## config.mk

```make
export PLATFORM = sky130hd
export DESIGN_NAME = flq_host_ctrl
export DESIGN_NICKNAME = d
export VERILOG_FILES = /design/src/hdl/flq_pkg.sv /design/src/hdl/flq_host_ctrl.sv
export SDC_FILE = /design/constraint.sdc
export NUM_CORES = 1
export LEC_CHECK = 0
export BUFFER_PORTS_ARGS = -buffer_cell sky130_fd_sc_hd__buf_2
export CAP_MARGIN = 20
export CORE_MARGIN = 10
export CORE_UTILIZATION = 48
export DETAILED_ROUTE_END_ITERATION = 6
export GPL_ROUTABILITY_DRIVEN = 0
export MAX_ROUTING_LAYER = met4
export PLACE_DENSITY_LB_ADDON = 0.15
export SLEW_MARGIN = 30
export SYNTH_ARGS = -nofsm -noshare
export SYNTH_HDL_FRONTEND = slang
export SYNTH_SLANG_ARGS = --single-unit
```

## constraint.sdc

```tcl
create_clock -name clk -period 2.31 [get_ports clk]
set_input_delay 0.5775 -clock clk [delete_from_list [all_inputs] [get_ports clk]]
set_output_delay 0.5775 -clock clk [all_outputs]
set_load 0.01 [all_outputs]
```

## src/hdl/flq_pkg.sv

```systemverilog
// Functional notes
// Feature bits 2,3,6,7 report supported.
// Feature bits 4,5,8 and reserved read zero.
// Post-suspend byte returns 01.
// Block status mask returns 01 then 00.
// Logic supply byte is BCD, 33.
// Program supply byte returns 00.
// Protection field count byte returns 01.
// Protection descriptor: lock address, log2 sizes.
// Page read byte is log2 size, 03.
// Synchronous read field count returns zero.
// Identifier command write enters identifier mode.
// Identifier reads are separate full cycles.
// Identifier mode lasts until next command.
// Identifier command works at any supply level.
// Identifier command only when machine idle.
// Manufacturer at word 0, device at 1.
// Block offset 2 gives lock on bit0.
// Lowest address line ignored for identifiers.
// Word mode identifier upper byte is zero.
// Extended query starts at 31h with signature.
// Interface descriptor reports x8/x16 asynchronous.
// Reserved lock configuration bits read zero.
// Unassigned identifier addresses read zero.
package flq_pkg;

    // Register byte offsets on the APB side.
    localparam logic [7:0] REG_CTRL   = 8'h00;
    localparam logic [7:0] REG_ADDR   = 8'h04;
    localparam logic [7:0] REG_WDATA  = 8'h08;
    localparam logic [7:0] REG_RDATA  = 8'h0C;
    localparam logic [7:0] REG_STATUS = 8'h10;

    // Control and status field positions.
    localparam int CTRL_START_BIT = 0;
    localparam int CTRL_READ_BIT  = 1;
    localparam int ST_BUSY_BIT    = 0;
    localparam int ST_IDMODE_BIT  = 1;
    localparam int ST_REFUSED_BIT = 2;
    localparam int ST_LOCKED_BIT  = 3;
    localparam int ST_STSPIN_BIT  = 4;

    // Flash pin widths.
    localparam int ADDR_W  = 24;
    localparam int WADDR_W = 23;
    localparam int DQ_W    = 16;
    localparam int CMD_W   = 8;

    // Flash commands.
    localparam logic [CMD_W-1:0] CMD_READ_ID    = 8'h90;
    localparam logic [CMD_W-1:0] CMD_READ_ARRAY = 8'hFF;

    // Reset values.
    localparam logic [WADDR_W-1:0] WADDR_RST = 23'h000000;
    localparam logic [CMD_W-1:0]   CMD_RST   = CMD_READ_ARRAY;
    localparam logic [DQ_W-1:0]    DQ_RST    = 16'h0000;
    localparam logic [7:0]         BYTE_ZERO = 8'h00;

    // Flash timing in nanoseconds and the clock period.
    localparam int CLK_PERIOD_NS = 50;
    localparam int READ_ACC_NS   = 150;
    localparam int WE_PULSE_NS   = 70;
    localparam int RECOVER_NS    = 25;
    localparam int SYNC_STAGES   = 2;

    // Least times round up to whole cycles; the read count adds SYNC_STAGES.
    localparam int READ_CYC_I = (READ_ACC_NS + CLK_PERIOD_NS - 1)
                                / CLK_PERIOD_NS + SYNC_STAGES;
    localparam int WE_CYC_I   = (WE_PULSE_NS + CLK_PERIOD_NS - 1)
                                / CLK_PERIOD_NS;
    localparam int REC_CYC_I  = (RECOVER_NS + CLK_PERIOD_NS - 1)
                                / CLK_PERIOD_NS;
    localparam logic [3:0] READ_CYC = 4'(READ_CYC_I);
    localparam logic [3:0] WE_CYC   = 4'(WE_CYC_I);
    localparam logic [3:0] REC_CYC  = 4'(REC_CYC_I);
    localparam logic [3:0] CNT_ONE  = 4'h1;
    localparam logic [3:0] CNT_ZERO = 4'h0;

    // Transfer sequencer states.
    typedef enum logic [1:0] {
        ST_IDLE  = 2'b00,
        ST_READ  = 2'b01,
        ST_WRITE = 2'b10,
        ST_GAP   = 2'b11
    } flq_state_e;

    // Outputs toward the flash pins.
    typedef struct packed {
        logic [ADDR_W-1:0] addr;
        logic              ceN;
        logic              oeN;
        logic              weN;
        logic [DQ_W-1:0]   dqOut;
        logic              dqOe;
    } flq_pins_s;

    localparam flq_pins_s PINS_RST = '{addr: 24'h000000, ceN: 1'b1,
                                       oeN: 1'b1, weN: 1'b1,
                                       dqOut: 16'h0000, dqOe: 1'b0};

endpackage

```

## src/hdl/flq_host_ctrl.sv

```systemverilog
`timescale 1ns/1ps
module flq_host_ctrl
    import flq_pkg::*;
(
    input  wire logic              clk,
    input  wire logic              resetn,
    input  wire logic              psel,
    input  wire logic              penable,
    input  wire logic              pwrite,
    input  wire logic [7:0]        paddr,
    input  wire logic [31:0]       pwdata,
    output logic                   pready,
    output logic [31:0]            prdata,
    output logic                   pslverr,
    output flq_pins_s              flashPins,
    input  wire logic [DQ_W-1:0]   flashDqIn,
    input  wire logic              flashSts
);

    flq_state_e         state, next_state;
    logic [3:0]         cnt, next_cnt;
    logic [WADDR_W-1:0] wordAddr, next_wordAddr;
    logic [CMD_W-1:0]   cmd, next_cmd;
    logic [DQ_W-1:0]    rdData, next_rdData;
    logic               idMode, next_idMode;
    logic               refused, next_refused;
    logic               locked, next_locked;
    logic               opRead, next_opRead;
    flq_pins_s          pins, next_pins;
    logic               pready_q, next_pready;
    logic [31:0]        prdata_q, next_prdata;
    logic               pslverr_q, next_pslverr;
    logic [DQ_W-1:0]    dqSync1, dqSync2;
    logic               stsSync1, stsSync2;
    logic               setup, wrSetup, rdSetup, start, busy;

    // Pin inputs pass two flip-flops before any logic reads them.
    always_ff @(posedge clk)
    begin
        if (!resetn)
        begin
            dqSync1  <= DQ_RST;
            dqSync2  <= DQ_RST;
            stsSync1 <= 1'b0;
            stsSync2 <= 1'b0;
        end
        else
        begin
            dqSync1  <= flashDqIn;
            dqSync2  <= dqSync1;
            stsSync1 <= flashSts;
            stsSync2 <= stsSync1;
        end
    end

    // Decode the APB setup cycle; answers come one cycle later.
    assign setup   = psel && !penable;
    assign wrSetup = setup && pwrite;
    assign rdSetup = setup && !pwrite;
    assign busy    = (state != ST_IDLE);
    assign start   = wrSetup && (paddr == REG_CTRL)
                     && pwdata[CTRL_START_BIT] && !busy;

    // Next values of the APB slave, the registers and the sequencer.
    always_comb
    begin
        next_state    = state;
        next_cnt      = cnt;
        next_wordAddr = wordAddr;
        next_cmd      = cmd;
        next_rdData   = rdData;
        next_idMode   = idMode;
        next_refused  = refused;
        next_locked   = locked;
        next_opRead   = opRead;
        next_pins     = pins;
        next_pready   = setup;
        next_prdata   = 32'h00000000;
        next_pslverr  = 1'b0;

        // Software writes to the address and command registers.
        if (wrSetup && !busy && paddr == REG_ADDR)
        begin
            next_wordAddr = pwdata[WADDR_W-1:0];
        end
        if (wrSetup && !busy && paddr == REG_WDATA)
        begin
            next_cmd = pwdata[CMD_W-1:0];
        end
        if (setup && !(paddr == REG_CTRL || paddr == REG_ADDR
                       || paddr == REG_WDATA || paddr == REG_RDATA
                       || paddr == REG_STATUS))
        begin
            next_pslverr = 1'b1;
        end

        // Read data for the APB access phase.
        if (rdSetup)
        begin
            case (paddr)
                REG_ADDR:   next_prdata = {9'h000, wordAddr};
                REG_WDATA:  next_prdata = {24'h000000, cmd};
                REG_RDATA:  next_prdata = {16'h0000, rdData};
                REG_STATUS:
                begin
                    next_prdata[ST_BUSY_BIT]    = busy;
                    next_prdata[ST_IDMODE_BIT]  = idMode;
                    next_prdata[ST_REFUSED_BIT] = refused;
                    next_prdata[ST_LOCKED_BIT]  = locked;
                    next_prdata[ST_STSPIN_BIT]  = stsSync2;
                end
                default:    next_prdata = 32'h00000000;
            endcase
        end

        // Flash cycle sequencer.
        case (state)
            ST_IDLE:
            begin
                if (start)
                begin
                    next_refused = 1'b0;
                    next_opRead  = pwdata[CTRL_READ_BIT];
                    // Lowest line held low so identifiers use A1 up.
                    next_pins.addr = {wordAddr, 1'b0};
                    next_pins.ceN  = 1'b0;
                    if (pwdata[CTRL_READ_BIT])
                    begin
                        // Each read is a full cycle with fresh enables.
                        next_pins.oeN = 1'b0;
                        next_cnt      = READ_CYC;
                        next_state    = ST_READ;
                    end
                    else if (cmd == CMD_READ_ID && !stsSync2)
                    begin
                        // Machine busy: identifier command held back.
                        next_refused  = 1'b1;
                        next_pins.ceN = 1'b1;
                    end
                    else
                    begin
                        // Supply level is not checked for this command.
                        next_pins.weN   = 1'b0;
                        next_pins.dqOut = {BYTE_ZERO, cmd};
                        next_pins.dqOe  = 1'b1;
                        next_cnt        = WE_CYC;
                        next_state      = ST_WRITE;
                        // Mode follows the last accepted command.
                        next_idMode     = (cmd == CMD_READ_ID);
                    end
                end
            end
            ST_READ:
            begin
                if (cnt == CNT_ONE)
                begin
                    // Identifier data sits in the low byte only.
                    next_rdData = idMode ? {BYTE_ZERO, dqSync2[7:0]}
                                         : dqSync2;
                    if (idMode)
                    begin
                        next_locked = dqSync2[0];
                    end
                    next_pins.oeN = 1'b1;
                    next_pins.ceN = 1'b1;
                    next_cnt      = REC_CYC;
                    next_state    = ST_GAP;
                end
                else
                begin
                    next_cnt = cnt - CNT_ONE;
                end
            end
            ST_WRITE:
            begin
                if (cnt == CNT_ONE)
                begin
                    next_pins.weN = 1'b1;
                    next_pins.ceN = 1'b1;
                    next_cnt      = REC_CYC;
                    next_state    = ST_GAP;
                end
                else
                begin
                    next_cnt = cnt - CNT_ONE;
                end
            end
            ST_GAP:
            begin
                // Data is released only after the strobe has risen.
                next_pins.dqOe = 1'b0;
                if (cnt <= CNT_ONE)
                begin
                    next_cnt   = CNT_ZERO;
                    next_state = ST_IDLE;
                end
                else
                begin
                    next_cnt = cnt - CNT_ONE;
                end
            end
            default:
            begin
                next_pins  = PINS_RST;
                next_state = ST_IDLE;
            end
        endcase
    end

    // Register every piece of state.
    always_ff @(posedge clk)
    begin
        if (!resetn)
        begin
            state     <= ST_IDLE;
            cnt       <= CNT_ZERO;
            wordAddr  <= WADDR_RST;
            cmd       <= CMD_RST;
            rdData    <= DQ_RST;
            idMode    <= 1'b0;
            refused   <= 1'b0;
            locked    <= 1'b0;
            opRead    <= 1'b0;
            pins      <= PINS_RST;
            pready_q  <= 1'b0;
            prdata_q  <= 32'h00000000;
            pslverr_q <= 1'b0;
        end
        else
        begin
            state     <= next_state;
            cnt       <= next_cnt;
            wordAddr  <= next_wordAddr;
            cmd       <= next_cmd;
            rdData    <= next_rdData;
            idMode    <= next_idMode;
            refused   <= next_refused;
            locked    <= next_locked;
            opRead    <= next_opRead;
            pins      <= next_pins;
            pready_q  <= next_pready;
            prdata_q  <= next_prdata;
            pslverr_q <= next_pslverr;
        end
    end

    // Outputs come straight from flip-flops.
    assign pready    = pready_q;
    assign prdata    = prdata_q;
    assign pslverr   = pslverr_q;
    assign flashPins = pins;

endmodule // flq_host_ctrl

```

==> flow_summary.toml, run 1 <==
[status]
status = "complete, no violations"

[synth]
ys.flop_type = "dfxtp_1"
ys_types = 56
async_reset_ff_share_pct = 0
ys_warn_count = 0
netlist_area_um2 = 5720
ys_ff_latch = 150
synth_edf_count = 0
seq_area_frac_synth_pct = 52.5
syn_avg_cell_area_um2 = 8.97
synthCells = 638

[route]
drt_iter0_drc = 347
drc = 0
vias = 4874
routed_wl_um = 14700
ant_nets = 0
first_pass_iters = 5
avgRoutedWirePerCell_um = 15.9
viasPerCell = 5.29

[clock_tree]
hold_buffers = 0
cts_inserted_buffers = 17
cts_sinks = 150
root_buffer = "clkbuf_16"
cts_buffer_depth = 2
clkLatencyLatePin_ps = 410
cts.repair.resized = 0
clk_pin_slew_worst_paths_ps = 70
postCtsSetupBuffers = 0
htree_levels = 4
cts_tree = "done"

[placed_design]
port_buffers = 112
dp_slack_ps = -68.4
dpl.cell_count = 889
place.detailed.hpwl_um = 10800

[timing]
hold_violations = 0
finalMaxSlewViolations = 0
period_share_pct = 90.1
relSlewSlack_pct = 62.6
worst_pin_slew_ps = 557
fmax_mhz = 480
finClkSkew_ps = 7.84
rsz0062_at_grt = "false"
setup_viol = 0
period_needed_ps = 2080
setup_ws_ps = 229

[worst_setup_path]
worstSetupPathType = "reg2reg"
cp-end-kind = "flip-flop"
cp_cell_sequence = "or4_1 > o31ai_1 > buf_4 > nor3_1 > o2bb2a_4"
startpoint = "cmd[0]$_SDFFE_PN1P_"
required_ps = 2620
cp_num_buf_inv = 1
critPathArrivalTime_ps = 2390
start_kind = "flip-flop"
cp_slowest_cell = "or4_1"
critPathTopFamily = "compound AO/OA/AOI/OAI gates"
path_max_fanout = 7
max_stage_delay_ps = 640
timing.rr.start = "cmd[0]$_SDFFE_PN1P_"

[die]
chipWidth_um = 129
ios = 140
rows = 39
start_util_pct = 49.5
core-area_um2 = 11600
die_h_um = 129
die-area_um2 = 16700

[power]
swShare_pct = 26.4
pwr-share-seq_pct = 45.6
p_int_mw = 4.35
p_comb_share_pct = 10.5
ir_drop_uv = 376
p_switching_mw = 1.56
p_leak_nw = 2.95
p_clk_share_pct = 43.9
power.density_nw_per_um2 = 827

[grt]
grt_max_degree = 74
gr-total-overflow = 0
track_usage_pct = 17.8
grt_pass1_vias = 4848
antenna_found_initial = 1
grt_pass1_wl_um = 23600

[flow_run]
cap_violations = 0

[final_layout]
mostFrequentLayoutCells = "dfxtp_1 (150), nand2_1 (135), buf_2 (112)"
ff_latch_area_um2 = 3000
layout-drive-gt1-share_pct = 25.6
layout_commonest_cell = "dfxtp_1"
multi_input_area_um2 = 2480
area_growth_pct = 24.9
final_cells = 922
fin_nets = 833
fillers = 1013

[worst_hold_path]
holdCritPathClass = "in2reg"
min_from = "flashDqIn[4]"
per-stage QoR:
step	power (mW)	area (µm²)	TNS (ps)	hold WS [ps]	util, %
after CTS	5.94	7140	0	355	61.8
after global routing	6.14	7150	0	366	61.8
final	5.91	7150	0	369	61.8
after floorplan	3.18	5800	-2.84	412	-
after detailed placement	3.36	6580	-199	417	56.9
after global placement	3.35	6580	-109	418	56.9
Yosys cell counts, types with 5 or more instances:
| master | number | area share [%] |
|---|---|---|
| mux2i_1 | 10 | 1.7 |
| nor2_1 | 21 | 1.4 |
| a21oi_1 | 77 | 6.7 |
| a22o_1 | 5 | 0.76 |
| o21ai_0 | 18 | 1.6 |
| buf_4 | 18 | 2.4 |
| and3_1 | 7 | 0.76 |
| dfxtp_1 | 150 | 52 |
| and2_1 | 34 | 3.7 |
| inv_1 | 8 | 0.52 |
| ha_1 | 6 | 1.3 |
| nor2b_1 | 5 | 0.55 |
| a22oi_1 | 14 | 1.8 |
| nand3b_1 | 10 | 1.3 |
| nand2_1 | 135 | 8.9 |
| clkbuf_1 | 39 | 2.6 |
| nand4_1 | 14 | 1.5 |
kinds of logic after synthesis:
group	after synthesis	share of synthesized area, %
AOI/OAI and AO/OA	135	14.6
other	1	0.0655
muxes	14	2.54
xor gates and xnor gates	1	0.153
and+or+nand+nor	263	23.2
buffers and inverters	68	5.66
adders and majority gates	6	1.31
DFF	150	52.5
layout make-up:
| type | count | share of cell area (%) |
|---|---|---|
| well taps | 143 | 2.50 |
| clock inverters | 15 | 1.96 |
| multi-input cells | 437 | 34.7 |
| flip-flops and latches | 150 | 42.0 |
| diodes | 1 | 0.0350 |
| inverters | 9 | 0.473 |
| repair buffers | 150 | 12.4 |
| clock buffers | 17 | 5.95 |
layer usage:
| layer | wire [µm] | GRT usage (%) |
|---|---|---|
| met1 | 6840 | 22.2 |
| met2 | 6660 | 27.4 |
| met3 | 983 | 4.32 |
| met4 | 178 | 6.82 |
| met5 | 0 | - |
path summary, 6_finish.rpt:
path / slack (ps) / depth (start not counted) / endpoint
max: 230 / 5 / flashPins[0]$_SDFFE_PN0P_
min: 370 / 2 / dqSync1[4]$_SDFF_PN0_
max reg2reg: 230 / 5 / flashPins[0]$_SDFFE_PN0P_
min reg2reg: 430 / 1 / dqSync2[1]$_SDFF_PN0_
power by group through the flow:
stage | Sequential [mW] | Clock [mW] | Combinational, mW
final | 2.70 | 2.60 | 0.619
after global routing | 2.70 | 2.75 | 0.682
after CTS | 2.70 | 2.64 | 0.607
after detailed placement | 2.75 | 0 | 0.601
after global placement | 2.75 | 0 | 0.595
after floorplan | 2.75 | 0 | 0.426
flip-flops by register name, indices dropped and copies added, names as in the netlist:
register	cells
pready	1
stsSync1	1
idMode	1
state	2
cmd	8
dqSync1	16
stsSync2	1
wordAddr	23
dqSync2	16
flashPins	35
refused	1
rdData	16
pslverr	1
prdata	23
locked	1
cnt	4
Note: power is estimated with default switching activity, not from simulation.
==> run 2: changes to the inputs <==
CORE_UTILIZATION = 38   (was 48)
GPL_ROUTABILITY_DRIVEN = 1   (was 0)
==> flow_summary.toml, run 2 (synthesized netlist as in run 1, its figures left out) <==
[power]
power.density_nw_per_um2 = 842
ir_drop_uv = 516
power_mw = 6.07
p_leak_nw = 2.95

[worst_setup_path]
timing.rr.end = "flashPins[17]$_SDFFE_PN1P_"
timing.rr.start = "state[0]$_SDFFE_PN0P_"
worstSetupEndpoint = "flashPins[17]$_SDFFE_PN1P_"
cp-end-kind = "flip-flop"
reg2reg_slack_ps = 250
start_kind = "flip-flop"
r2r_cells = 7
worstSetupPathType = "reg2reg"
path_max_fanout = 12
required_ps = 2610
startpoint = "state[0]$_SDFFE_PN0P_"
critPathArrivalTime_ps = 2360

[status]
status = "complete, no violations"

[clock_tree]
cts.repair.resized = 0
htree_levels = 4
cts_buffer_depth = 2
postCtsSetupBuffers = 0
cts_inserted_buffers = 17
cts_sinks = 150
cts_tree = "done"
hold_buffers = 0
clk_pin_slew_worst_paths_ps = 60
root_buffer = "clkbuf_16"
clkLatencyLatePin_ps = 420

[grt]
grt_pass1_wl_um = 25300
grt_max_degree = 74
antenna_found_initial = 0
track_usage_pct = 16.1
gr-total-overflow = 0
grt_pass1_vias = 4816

[timing]
relSlewSlack_pct = 65.0
fmax_mhz = 486
worst_pin_slew_ps = 519
setup_viol = 0
period_share_pct = 89.0
period_needed_ps = 2060
setup_ws_ps = 254
rsz0062_at_grt = "false"
finClkSkew_ps = 9.50
hold_violations = 0
finalMaxSlewViolations = 0

[final_layout]
area_growth_pct = 25.8
final_util_pct = 49.2
layout_commonest_cell = "dfxtp_1"
layout-drive-gt1-share_pct = 25.2
fillers = 1422
largest_reg_flops = 35
mostFrequentLayoutCells = "dfxtp_1 (150), nand2_1 (135), buf_2 (112)"
insertedDiodeCount = 0
fin_nets = 833

[flow_run]
cap_violations = 0

[placed_design]
place.detailed.hpwl_um = 11500
gp_congestion = 0.856
port_buffers = 112
dp_slack_ps = -74.0

[route]
avgRoutedWirePerCell_um = 16.5
vias = 4807
first_pass_iters = 4
viasPerCell = 5.00
routed_wl_um = 15900
drc = 0
drt_iter0_drc = 303
ant_nets = 0

[die]
core-area_um2 = 14600
rows = 44
die-area_um2 = 20400
ios = 140
chipWidth_um = 143
start_util_pct = 39.1
die_h_um = 143

[worst_hold_path]
holdCritPathClass = "in2reg"
run 2: cell count changes in the layout (fill, tap and decap cells not counted), sizes merged:
cell	before	now
bufinv	0	2
diode	1	0
clkinv	5	3
inv	18	9
clkinvlp	1	3
clkbuf	17	23
run 2: where the power goes:
| group | switching [mW] | internal, mW | leakage [nW] | total [mW] |
|---|---|---|---|---|
| logic | 0.360 | 0.263 | 1.45 | 0.623 |
| clock network | 1.05 | 1.69 | 0.281 | 2.75 |
| registers | 0.0432 | 2.65 | 1.22 | 2.70 |
| total | 1.46 | 4.61 | 2.95 | 6.07 |
run 2: layout make-up:
class / count / area (µm²) / area share [%]
Clock buffer: 23 / 488 / 6.77
Sequential cell: 150 / 3000 / 41.7
Multi-Input combinational cell: 437 / 2480 / 34.4
Tap cell: 184 / 230 / 3.20
Clock inverter: 8 / 97.6 / 1.35
Timing Repair Buffer: 150 / 871 / 12.1
Inverter: 9 / 33.8 / 0.469
run 2: critical path, stage by stage, from the launching register on:
cell and delay [ps]:
dfxtp_1 340, inv_1 90, ha_1 200, and4b_1 350
nand4_1 240, buf_4 250, o41ai_1 350, a2bb2oi_1 110
run 2: metrics by stage:
step | cell area (µm²) | TNS [ps] | hold WS [ps] | cells
finish | 7200 | 0 | 356 | 961
global placement | 6620 | -109 | 421 | 930
detailed placement | 6620 | -145 | 417 | 930
global route | 7200 | 0 | 338 | 961
floorplan | 5800 | -2.84 | 412 | 655
CTS | 7200 | 0 | 339 | 961
run 2: layer usage:
metal  up-vias  track usage [%]  part of all wire (%)
li1       2420                -                     -
met2       156             23.1                    44
met3        18             4.94                   6.3
met1      2213             20.8                    49
met5         -                -                     0
met4         0             6.35                   1.2
run 2: how the worst min path moves through the flow:
stage / to / start / cells after the start / slack, ps
floorplan: dqSync2[0]$_SDFF_PN0_ / dqSync1[0]$_SDFF_PN0_ / 1 / 410
global placement: dqSync2[10]$_SDFF_PN0_ / dqSync1[10]$_SDFF_PN0_ / 1 / 420
detailed placement: dqSync2[15]$_SDFF_PN0_ / dqSync1[15]$_SDFF_PN0_ / 1 / 420
CTS: dqSync1[5]$_SDFF_PN0_ / flashDqIn[5] / 2 / 340
global route: dqSync1[13]$_SDFF_PN0_ / flashDqIn[13] / 2 / 340
finish: dqSync1[5]$_SDFF_PN0_ / flashDqIn[5] / 2 / 360
